$ cat config.mk
export PLATFORM = sky130hd
export DESIGN_NAME = adc_conversion_sequencing
export DESIGN_NICKNAME = d
export VERILOG_FILES = /design/src/core/adc_seq_pkg.sv /design/src/core/conv_timer_if.sv /design/src/core/conv_timer.sv /design/src/core/adc_conversion_sequencing.sv
export SDC_FILE = /design/constraint.sdc
export NUM_CORES = 1
export LEC_CHECK = 0
export BUFFER_PORTS_ARGS = -buffer_cell sky130_fd_sc_hd__buf_2
export CORE_MARGIN = 2
export CORE_UTILIZATION = 52
export CTS_CLUSTER_DIAMETER = 50
export DETAILED_ROUTE_END_ITERATION = 6
export GPL_ROUTABILITY_DRIVEN = 0
export PLACE_DENSITY = 0.8
export SLEW_MARGIN = 20
export SYNTH_ARGS = -nofsm -noshare
export SYNTH_HDL_FRONTEND = slang
export SYNTH_HIERARCHICAL = 1
export SYNTH_SLANG_ARGS = --single-unit
$ cat constraint.sdc
create_clock -name clk_i -period 3.2 [get_ports clk_i]
set_input_delay 0.16 -clock clk_i [delete_from_list [all_inputs] [get_ports clk_i]]
set_output_delay 0.16 -clock clk_i [all_outputs]
set_load 0.01 [all_outputs]
$ cat src/core/adc_seq_pkg.sv
// Purpose: shared constants for the converter sequencing block
// Assumes: the oscillator period equals one clk_i period
// Notes: conversion tables are in oscillator periods
// Summary of operation
// - standby or a cleared start or power-on bit halts conversion; analog_en_o drops only with the power-on bit.
// - a result read that meets a result store returns the old value, then the new is stored.
// - a mode or channel write that meets a result store wins; no store and no flag.
// - a channel write never clears the conversion-end flag.
// - a flag seen just after a channel switch may belong to the old channel.
// - a mode or channel write may spoil the result, so software reads it first.
// - the time code selects 288, 240, 192, 144, 120 or 96 periods; others are barred.
// - sampling lasts 40, 32, 24, 20, 16 or 12 periods after a start delay in range.
// - the start delay counts from the end of the enabling bus access.
// - the input is sampled during one eighth to one seventh of each conversion only.
// - clearing the start bit stops the conversion at once.
// - writing mode, channel or power-fail registers restarts a running conversion.
// - a finished conversion stores the result and sets the flag, gated in power-fail mode, unless a mode or channel write or a restart pulse meets it.
package adc_seq_pkg;
  localparam logic [7:0] ADDR_MODE   = 8'h00;
  localparam logic [7:0] ADDR_CHAN   = 8'h04;
  localparam logic [7:0] ADDR_RESULT = 8'h08;
  localparam logic [7:0] ADDR_PFM    = 8'h0c;
  localparam logic [7:0] ADDR_PFT    = 8'h10;
  localparam logic [7:0] ADDR_ISTAT  = 8'h14;
  localparam logic [7:0] ADDR_IMASK  = 8'h18;
  localparam int START_BIT  = 7;
  localparam int PWR_BIT    = 0;
  localparam int TSEL_LSB   = 3;
  localparam int PF_EN_BIT  = 7;
  localparam int PF_CMP_BIT = 6;
  localparam int FLAG_BIT   = 0;
  localparam int BUSY_BIT   = 8;
  localparam int SAMP_BIT   = 9;
  localparam logic [7:0] MODE_WMASK = 8'hb9;
  localparam logic [7:0] PFM_WMASK  = 8'hc0;
  localparam logic [7:0] MODE_RST   = 8'h00;
  localparam logic [7:0] PFM_RST    = 8'h00;
  localparam logic [7:0] PFT_RST    = 8'h00;
  localparam logic [1:0] CHAN_RST   = 2'h0;
  localparam int CNT_W = 9;

  // conversion time per code, zero marks a barred code
  function automatic logic [8:0] conv_cycles(input logic [2:0] code);
    case (code)
      3'h0:    conv_cycles = 9'd288;
      3'h1:    conv_cycles = 9'd240;
      3'h2:    conv_cycles = 9'd192;
      3'h4:    conv_cycles = 9'd144;
      3'h5:    conv_cycles = 9'd120;
      3'h6:    conv_cycles = 9'd96;
      default: conv_cycles = 9'd0;
    endcase
  endfunction : conv_cycles

  function automatic logic [8:0] sample_cycles(input logic [2:0] code);
    case (code)
      3'h0:    sample_cycles = 9'd40;
      3'h1:    sample_cycles = 9'd32;
      3'h2:    sample_cycles = 9'd24;
      3'h4:    sample_cycles = 9'd20;
      3'h5:    sample_cycles = 9'd16;
      3'h6:    sample_cycles = 9'd12;
      default: sample_cycles = 9'd0;
    endcase
  endfunction : sample_cycles

  // start delay, lower end of each allowed range
  function automatic logic [8:0] delay_cycles(input logic [2:0] code);
    case (code)
      3'h0:    delay_cycles = 9'd32;
      3'h1:    delay_cycles = 9'd28;
      3'h2:    delay_cycles = 9'd24;
      3'h4:    delay_cycles = 9'd16;
      3'h5:    delay_cycles = 9'd14;
      3'h6:    delay_cycles = 9'd12;
      default: delay_cycles = 9'd0;
    endcase
  endfunction : delay_cycles

  function automatic logic code_ok(input logic [2:0] code);
    code_ok = (conv_cycles(code) != 9'd0);
  endfunction : code_ok
endpackage : adc_seq_pkg

$ cat src/core/conv_timer_if.sv
// Purpose: control path between sequencer and conversion timer
// Assumes: both ends on clk_i
// Notes: run is a level, restart and done are one-cycle pulses
`timescale 1ns/1ns
interface conv_timer_if;
  logic       run;
  logic       restart;
  logic [2:0] code;
  logic       sampling;
  logic       busy;
  logic       done;
  modport ctrl (output run, restart, code, input sampling, busy, done);
  modport tmr  (input run, restart, code, output sampling, busy, done);
endinterface : conv_timer_if

$ cat src/core/conv_timer.sv
// Purpose: start delay, sampling window and conversion time counter
// Assumes: code only changes together with a restart
// Notes: after each done the next conversion samples at once
`timescale 1ns/1ns
module conv_timer (
  input wire logic   clk_i,
  input wire logic   rst_i,
  conv_timer_if.tmr  t
);
  typedef enum logic [1:0] {ph_idle, ph_delay, ph_sample, ph_convert} phase_e;
  phase_e                     ph_reg;
  logic [adc_seq_pkg::CNT_W-1:0] cnt_reg;
  logic                       samp_reg;
  logic                       done_reg;
  logic [8:0]                 samp_len;
  logic [8:0]                 conv_len;
  logic [8:0]                 dly_len;

  assign samp_len = adc_seq_pkg::sample_cycles(t.code);
  assign conv_len = adc_seq_pkg::conv_cycles(t.code);
  assign dly_len  = adc_seq_pkg::delay_cycles(t.code);

  // phase sequencing; counting starts after the access that enabled us
  always_ff @(posedge clk_i) begin
    if (rst_i) begin
      ph_reg   <= ph_idle;
      cnt_reg  <= '0;
      samp_reg <= 1'b0;
      done_reg <= 1'b0;
    end else begin
      done_reg <= 1'b0;
      if (!t.run) begin
        ph_reg   <= ph_idle;
        samp_reg <= 1'b0;
      end else if (t.restart || ph_reg == ph_idle) begin
        ph_reg   <= ph_delay;
        cnt_reg  <= dly_len - 9'd1;
        samp_reg <= 1'b0;
      end else begin
        case (ph_reg)
          ph_delay: begin
            if (cnt_reg == '0) begin
              ph_reg   <= ph_sample;
              cnt_reg  <= samp_len - 9'd1;
              samp_reg <= 1'b1;
            end else begin
              cnt_reg <= cnt_reg - 9'd1;
            end
          end
          ph_sample: begin
            if (cnt_reg == '0) begin
              ph_reg   <= ph_convert;
              cnt_reg  <= conv_len - samp_len - 9'd1;
              samp_reg <= 1'b0;
            end else begin
              cnt_reg <= cnt_reg - 9'd1;
            end
          end
          ph_convert: begin
            if (cnt_reg == '0) begin
              done_reg <= 1'b1;
              ph_reg   <= ph_sample;
              cnt_reg  <= samp_len - 9'd1;
              samp_reg <= 1'b1;
            end else begin
              cnt_reg <= cnt_reg - 9'd1;
            end
          end
          default: ph_reg <= ph_idle;
        endcase
      end
    end
  end

  assign t.sampling = samp_reg;
  assign t.busy     = (ph_reg != ph_idle);
  assign t.done     = done_reg;

  // helper: length of the last sampling window and of the last conversion
  logic [9:0] samp_cnt;
  logic [9:0] conv_cnt;
  always_ff @(posedge clk_i) begin
    if (rst_i || !t.run || t.restart) begin
      samp_cnt <= '0;
      conv_cnt <= '0;
    end else begin
      samp_cnt <= samp_reg ? samp_cnt + 10'd1 : 10'd0;
      // a done opens the next window at once, so the count starts over there
      conv_cnt <= (ph_reg == ph_delay) ? 10'd0 :
                  done_reg ? 10'd1 : conv_cnt + 10'd1;
    end
  end
endmodule : conv_timer

$ cat src/core/adc_conversion_sequencing.sv
// Purpose: register file and sequencing around a four-channel converter
// Assumes: classic wishbone slave, analog core result valid at done
// Notes: every access answers one cycle after the request
`timescale 1ns/1ns
module adc_conversion_sequencing #(
  parameter int RES_W = 10
) (
  input  wire logic             clk_i,
  input  wire logic             rst_i,
  input  wire logic             wb_cyc_i,
  input  wire logic             wb_stb_i,
  input  wire logic             wb_we_i,
  input  wire logic [7:0]       wb_adr_i,
  input  wire logic [3:0]       wb_sel_i,
  input  wire logic [31:0]      wb_dat_i,
  output logic      [31:0]      wb_dat_o,
  output logic                  wb_ack_o,
  input  wire logic             standby_i,
  input  wire logic [RES_W-1:0] conv_data_i,
  output logic      [1:0]       channel_o,
  output logic                  analog_en_o,
  output logic                  sample_o,
  output logic                  irq_o
);
  // the compare takes the top eight bits, so narrower results are refused
  if (RES_W < 8 || RES_W > 16) begin : g_bad_width
    $error("RES_W must be 8 to 16");
  end

  conv_timer_if tif ();

  logic [7:0]       mode_reg;
  logic [1:0]       chan_reg;
  logic [RES_W-1:0] result_reg;
  logic [7:0]       pfm_reg;
  logic [7:0]       pft_reg;
  logic             flag_reg;
  logic             mask_reg;
  logic             ack_reg;
  logic [31:0]      dat_reg;
  logic             irq_reg;
  logic             wr4_q_reg;

  logic req;
  logic wr;
  logic wr_lo;
  logic wr_mode;
  logic wr_chan;
  logic wr_pf;
  logic rd_result;
  logic supp;
  logic store;
  logic set_flag;
  logic clr_flag;

  function automatic logic hit(input logic [7:0] adr, input logic [7:0] off);
    hit = (adr[7:2] == off[7:2]);
  endfunction : hit

  // a request is new while no ack stands; writes land at the ack edge
  assign req       = wb_cyc_i && wb_stb_i && !ack_reg;
  assign wr        = ack_reg && wb_cyc_i && wb_stb_i && wb_we_i;
  assign wr_lo     = wr && wb_sel_i[0];
  assign wr_mode   = wr_lo && hit(wb_adr_i, adc_seq_pkg::ADDR_MODE);
  assign wr_chan   = wr_lo && hit(wb_adr_i, adc_seq_pkg::ADDR_CHAN);
  assign wr_pf     = wr_lo && (hit(wb_adr_i, adc_seq_pkg::ADDR_PFM) ||
                               hit(wb_adr_i, adc_seq_pkg::ADDR_PFT));
  assign rd_result = req && !wb_we_i && hit(wb_adr_i, adc_seq_pkg::ADDR_RESULT);

  // bus handshake
  always_ff @(posedge clk_i) begin
    if (rst_i) begin
      ack_reg <= 1'b0;
    end else begin
      ack_reg <= req;
    end
  end

  // read data is captured at the request edge, before any store lands
  always_ff @(posedge clk_i) begin
    if (rst_i) begin
      dat_reg <= 32'h0;
    end else if (req && !wb_we_i) begin
      if (hit(wb_adr_i, adc_seq_pkg::ADDR_MODE)) begin
        dat_reg <= {24'h0, mode_reg};
      end else if (hit(wb_adr_i, adc_seq_pkg::ADDR_CHAN)) begin
        dat_reg <= {30'h0, chan_reg};
      end else if (hit(wb_adr_i, adc_seq_pkg::ADDR_RESULT)) begin
        dat_reg <= {{(32-RES_W){1'b0}}, result_reg};
      end else if (hit(wb_adr_i, adc_seq_pkg::ADDR_PFM)) begin
        dat_reg <= {24'h0, pfm_reg};
      end else if (hit(wb_adr_i, adc_seq_pkg::ADDR_PFT)) begin
        dat_reg <= {24'h0, pft_reg};
      end else if (hit(wb_adr_i, adc_seq_pkg::ADDR_ISTAT)) begin
        dat_reg <= {22'h0, tif.sampling, tif.busy, 7'h0, flag_reg};
      end else if (hit(wb_adr_i, adc_seq_pkg::ADDR_IMASK)) begin
        dat_reg <= {31'h0, mask_reg};
      end else begin
        dat_reg <= 32'h0; // unmapped reads zero and still acks
      end
    end
  end

  // control registers; only byte lane zero carries writable fields
  always_ff @(posedge clk_i) begin
    if (rst_i) begin
      mode_reg <= adc_seq_pkg::MODE_RST;
      chan_reg <= adc_seq_pkg::CHAN_RST;
      pfm_reg  <= adc_seq_pkg::PFM_RST;
      pft_reg  <= adc_seq_pkg::PFT_RST;
      mask_reg <= 1'b0;
    end else begin
      if (wr_mode) begin
        mode_reg <= wb_dat_i[7:0] & adc_seq_pkg::MODE_WMASK;
      end
      if (wr_chan) begin
        chan_reg <= wb_dat_i[1:0];
      end
      if (wr_lo && hit(wb_adr_i, adc_seq_pkg::ADDR_PFM)) begin
        pfm_reg <= wb_dat_i[7:0] & adc_seq_pkg::PFM_WMASK;
      end
      if (wr_lo && hit(wb_adr_i, adc_seq_pkg::ADDR_PFT)) begin
        pft_reg <= wb_dat_i[7:0];
      end
      if (wr_lo && hit(wb_adr_i, adc_seq_pkg::ADDR_IMASK)) begin
        mask_reg <= wb_dat_i[adc_seq_pkg::FLAG_BIT];
      end
    end
  end

  // a mode, channel or power-fail write restarts a running conversion one cycle later
  always_ff @(posedge clk_i) begin
    if (rst_i) begin
      wr4_q_reg <= 1'b0;
    end else begin
      wr4_q_reg <= wr_mode || wr_chan || wr_pf;
    end
  end

  // run needs start, power-on, no standby and a legal time code
  assign tif.run = mode_reg[adc_seq_pkg::START_BIT] &&
                   mode_reg[adc_seq_pkg::PWR_BIT] && !standby_i &&
                   adc_seq_pkg::code_ok(tif.code);
  assign tif.restart = wr4_q_reg;
  assign tif.code    = mode_reg[adc_seq_pkg::TSEL_LSB +: 3];

  conv_timer u_timer (
    .clk_i (clk_i),
    .rst_i (rst_i),
    .t     (tif)
  );

  // a colliding mode or channel write wins; the old result is then stale
  assign supp    = wr_mode || wr_chan || wr4_q_reg;
  assign store    = tif.done && !supp;
  assign clr_flag = wr_lo && hit(wb_adr_i, adc_seq_pkg::ADDR_ISTAT) &&
                    wb_dat_i[adc_seq_pkg::FLAG_BIT];

  // the compare uses the fresh sample, so it is taken from the data input
  logic [7:0] new_top;
  logic       pf_new;
  assign new_top  = conv_data_i[RES_W-1 -: 8];
  assign pf_new   = !pfm_reg[adc_seq_pkg::PF_EN_BIT] ||
                    (pfm_reg[adc_seq_pkg::PF_CMP_BIT] ? (new_top < pft_reg) :
                                                        (new_top >= pft_reg));
  assign set_flag = store && pf_new;

  // result store
  always_ff @(posedge clk_i) begin
    if (rst_i) begin
      result_reg <= '0;
    end else if (store) begin
      result_reg <= conv_data_i;
    end
  end

  // sticky flag: set wins over a write-one clear; channel writes leave it
  always_ff @(posedge clk_i) begin
    if (rst_i) begin
      flag_reg <= 1'b0;
    end else if (set_flag) begin
      flag_reg <= 1'b1;
    end else if (clr_flag) begin
      flag_reg <= 1'b0;
    end
  end

  // level interrupt, registered
  always_ff @(posedge clk_i) begin
    if (rst_i) begin
      irq_reg <= 1'b0;
    end else begin
      irq_reg <= flag_reg && mask_reg;
    end
  end

  assign wb_ack_o    = ack_reg;
  assign wb_dat_o    = dat_reg;
  assign irq_o       = irq_reg;
  assign channel_o   = chan_reg;
  assign analog_en_o = mode_reg[adc_seq_pkg::PWR_BIT];
  assign sample_o    = tif.sampling;
endmodule : adc_conversion_sequencing

# After elaboration in Yosys (flattened, before gate mapping)

Cells that the tools add are included.
W data, S select, Z words.

Muxes and demuxes: 25
Add/sub/neg operators: 5
Equal/unequal tests: 18
Bitwise gates (word level): 2
Reductions and logical operators: 49
$lt $le $gt $ge: 2

Operators with widths:

| kind                  | count |
|---|---|
| $pmux W6 S6           | 2 |
| $mux W10              | 6 |
| $pmux W9 S6           | 1 |
| $mux W9               | 3 |
| $logic_and A1 B1 Y1   | 21 |
| $eq A6 B3 Y1 const B  | 3 |
| $pmux W9 S2           | 1 |
| $sub A9 B1 Y9 const B | 2 |
| $sub A6 B1 Y7 const B | 2 |
| $eq A6 B2 Y1 const B  | 2 |
| $eq A3 B3 Y1 const B  | 3 |
| $logic_not A9 Y1      | 1 |
| $reduce_bool A9 Y1    | 1 |
| $sub A9 B6 Y9         | 1 |
| $ge A8 B8 Y1          | 1 |
| $lt A8 B8 Y1          | 1 |
| $mux W1               | 8 |
| $eq A6 B1 Y1 const B  | 1 |
| $logic_not A6 Y1      | 1 |
| $logic_or A1 B1 Y1    | 6 |
| $ne A3 B1 Y1 const B  | 2 |
| $reduce_and A2 Y1     | 3 |
| $reduce_bool A2 Y1    | 3 |
| $logic_not A1 Y1      | 5 |
| other kinds (16)      | 21 |

Logic and storage cells: 117
Bits in registers: 77
Output and inout bits: 38
Bits of input ports: 60

# Logic depth before layout (Yosys ltp)

Depth in word-level cells: 11
Depth in mapped cells: 11
Mapped depth without buffers: 10

# Modules after synthesis

The synthesis kept the hierarchy.

Modules (own cells, without submodules):

| module                    | cells an instance | sequential area each (µm²) | instances | area each (µm²) |
|---|---|---|---|---|
| adc_conversion_sequencing | 244               | 840.8                      | 1         | 2,184.6 |
| conv_timer                | 151               | 260.2                      | 1         | 1,199.9 |

# Worst setup path before layout

OpenSTA, ideal clock, no wires.

Kind: flip-flop to flip-flop
Start: register mode_reg[5]
End: register u_timer/cnt_reg[5] in the netlist's numbering
Buffers on the path: 1
Period minus slack after synthesis: 2.242 ns
Arrival time: 2.168 ns
Data required time: 3.126 ns
Stages on the path, launching flop included: 10
Setup slack: 0.958 ns
Library setup time: 0.074 ns
Cell sequence: dfxtp_1 clkbuf_1 nor2b_1 or2_2 ha_1 fa_1 xor2_1 o22ai_1 mux2_2 a31oi_1

Cells in the longest elaborated chain, start to end: 7
Elaborated cells on any way between the ends: 20
Classes of those cells: add/sub: 4; eq/ne: 5; mux: 7; reduce/logical: 4

Ends and longest elaborated chain:

| element                                           | line                                                    | text |
|---|---|---|
| from (decl)                                       | adc_conversion_sequencing.sv:32                         | `logic [7:0] mode_reg;` |
| from (signal assigned)                            | adc_conversion_sequencing.sv:107                        | `mode_reg <= adc_seq_pkg::MODE_RST;` |
| from (signal assigned)                            | adc_conversion_sequencing.sv:114                        | `mode_reg <= wb_dat_i[7:0] & adc_seq_pkg::MODE_WMASK;` |
| $eq A3 B3 Y1, or another cell as far along        | adc_seq_pkg.sv:44, adc_seq_pkg.sv:56, adc_seq_pkg.sv:69 |  |
| $pmux W6 S6 / $pmux W9 S6 (equally long branches) | adc_seq_pkg.sv:56, adc_seq_pkg.sv:44                    |  |
| $sub A9 B6 Y9                                     | conv_timer.sv:53                                        | `cnt_reg <= conv_len - samp_len - 9'd1;` |
| $sub A9 B1 Y9                                     | conv_timer.sv:53                                        |  |
| $mux W9                                           | conv_timer.sv:51                                        | `if (cnt_reg == '0) begin` |
| $pmux W9 S2                                       | conv_timer.sv:40                                        | `case (ph_reg)` |
| $mux W9                                           | conv_timer.sv:35                                        | `end else if (t.restart \|\| ph_reg == ph_idle) begin` |
| to (signal assigned)                              | conv_timer.sv:37                                        | `cnt_reg <= dly_len - 9'd1;` |
| to (signal assigned)                              | conv_timer.sv:53                                        |  |
| to (signal assigned)                              | conv_timer.sv:56                                        | `cnt_reg <= cnt_reg - 9'd1;` |
| to (decl)                                         | conv_timer.sv:12                                        | `logic [adc_seq_pkg::CNT_W-1:0] cnt_reg;` |

Several ways; a longest one is shown, not always the timed one.
A chain may end at the register's enable or synchronous reset.

# Final worst setup path

Start: register mode_reg[5]
End: register u_timer/cnt_reg[7] in the netlist's numbering

The elaborated chain is that of the path after synthesis.

==> flow_summary.ini <==
[final_layout]
final_common_cell = nor2_1
layout_common_cells = 57 x nor2_1, 55 x dfxtp_1, 46 x buf_2
multi_input_area_sq_um = 2050
utilization_pct = 57.9
finish.net_count = 507
diodes = 0
ff_latch_area_sq_um = 1100
n_fill_cell = 595
syn_to_final_growth_pct = 8.06
layout-drive-gt1-share_pct = 18.2

[die]
start_util_pct = 53.6
die_width_microns = 84.7
coreArea_sq_um = 6310
pin_count = 98
dieHeight_microns = 84.7
dieArea_sq_um = 7170
fp-row-count = 29

[drt]
num_vias = 2902
wl_per_cell_microns = 15.0
drc = 0
totalWireLength_microns = 7630
drtIter0Drc = 237
vias_per_cell = 5.69
antenna_left = 0
first_pass_iters = 5

[logic_synthesis]
seq_area_frac_synth_pct = 32.5
ys.flop_type = dfxtp_1
ys_types = 68
synth_area_per_cell_sq_um = 8.57
yosysWarningCount = 6
syn_area_sq_um = 3380
syn_inst = 395
async_flop_share_pct = 0
synth_edf_count = 0
ys_ff_latch = 55

[critical_path]
critPathTopFamily = compound AO/OA/AOI/OAI gates
cp-start-kind = register
required_ns = 3.44
crit_path_top_delay_cell = dfxtp_1
critPathBufInv = 1
crit_fanout = 11
crit_path_end_kind = register
cp_data_arrival_time_ns = 2.64
crit_type = register to register
path_cells = nor2b_1 > nand2_1 > inv_1 > ha_1 > fa_1 > a21oi_1 > o311ai_0 > a22oi_1 > o22ai_1
cp_slowest_stage_delay_ns = 0.54

[timing]
relSlewSlack_pct = 43.3
whs_ns = 0.0838
drv_slew = 0
max_freq_mhz = 416
fin_crit_ns = 2.40
hold_viol = 0
rsz0062_at_grt = false
fin_tns_setup_ns = 0
tightestPinTransition_ns = 0.851
skew_ns = 0.00713
timing.final.crit_share_pct = 75.1
setup_viol = 0

[cts]
htree_num_levels = 2
cts_root_buf = clkbuf_8
numCtsBuffers = 5
cts_resized = 0
cts.path.max_buffers = 2
cts_tree = built
insertion_delay_ns = 0.31
postCtsSetupRepairBufs = 0
clk_pin_slew_ns = 0.10
postCtsHoldBufs = 0
clock-sinks = 55

[run_status]
status = completed

[grt]
grt_usage_pct = 22.0
gr-total-overflow = 0
grt_max_degree = 53
grt_pass1_vias = 2713
grt_first_pass_wirelength_microns = 12900
antenna_found_initial = 0

[place]
portBuffers = 46
hpwl_microns = 5680

[hold_path]
holdCritPathClass = primary input to register

[pwr]
pwr_density_cell_nw_per_um2 = 318
p_leak_uw = 0.00162
ir_worst_vdd_mv = 0.226

[job]
cap_violations = 0
Yosys cell counts (3+ instances only):
cell      number  area, sq um
nor2_1        57          214
dfxtp_1       55         1100
mux2i_1       33          330
buf_4         24          180
nand2_1       21         78.8
a21oi_1       18         90.1
inv_1         16         60.1
ha_1          14          175
a22oi_1       13         97.6
o21ai_0       12         60.1
clkbuf_1      10         37.5
nor2b_1        9         56.3
nor3_1         9         45.0
nand3_1        8         40.0
nand2b_1       6         37.5
o211ai_1       6         45.0
buf_2          5         25.0
xor2_1         5         43.8
a31oi_1        3         18.8
a41oi_1        3         26.3
and2_1         3         18.8
mux2_2         3         33.8
nand3b_1       3         22.5
nand4_1        3         18.8
o22ai_1        3         18.8
or2_2          3         18.8
cell families after synthesis:
group                      share of synthesized area [%]
and+or+nand+nor                                     21.9
other                                              0.111
AOI/OAI and AO/OA                                   17.2
adders and majority gates                           5.77
buffers and inverters                               9.39
DFF                                                 32.5
xor gates and xnor gates                            2.29
muxes                                               10.8
layout make-up:
class                   instances  share of cell area, %
multi-input cells             304                   56.0
flip-flops and latches         55                   30.1
repair buffers                 50                   7.12
well taps                      77                   2.63
clock buffers                   6                   1.98
inverters                      16                   1.64
clock inverters                 2                  0.479
report_power, final:
part | internal [uW] | total (uW) | switching [uW]
registers | 685 | 685 | 0.460
clock network | 158 | 390 | 232
logic | 27.9 | 86.2 | 58.3
through the flow:
step	cells	setup slack, ns	power (uW)	cell area, sq um
floorplan	416	0.958	773	3460
global placement	502	0.896	784	3570
detailed placement	502	0.840	785	3570
CTS	510	0.825	1170	3660
global route	510	0.593	1200	3660
finish	510	0.796	1160	3660
path summary, 6_finish.rpt:
path	startpoint	to	slack, ns	cells after the start
setup / recovery	mode_reg[5]$_SDFFE_PP0P_	u_timer/cnt_reg[7]$_SDFFE_PP0P_	0.80	9
setup reg to reg	mode_reg[5]$_SDFFE_PP0P_	u_timer/cnt_reg[7]$_SDFFE_PP0P_	0.80	9
hold / removal	wb_dat_i[2]	pft_reg[2]$_SDFFE_PP0P_	0.08	3
hold reg to reg	wb_dat_o[6]$_SDFFE_PP0P_	wb_dat_o[6]$_SDFFE_PP0P_	0.45	2
worst reg2reg max path: stages (launching register included):
cell      delay [ns]
dfxtp_1         0.54
nor2b_1         0.31
nand2_1         0.17
inv_1           0.11
ha_1            0.20
fa_1            0.22
a21oi_1         0.09
o311ai_0        0.39
a22oi_1         0.17
o22ai_1         0.14
metal layers:
layer  vias to the layer above  global-route usage (%)  wire length (microns)
li1                       1432                       -                      -
met1                      1367                    30.2                   3450
met2                        91                    35.8                   3570
met3                        12                    4.03                    499
met4                         0                    5.48                    103
met5                         -                       0                      0
(Power assumes the default switching activity.)
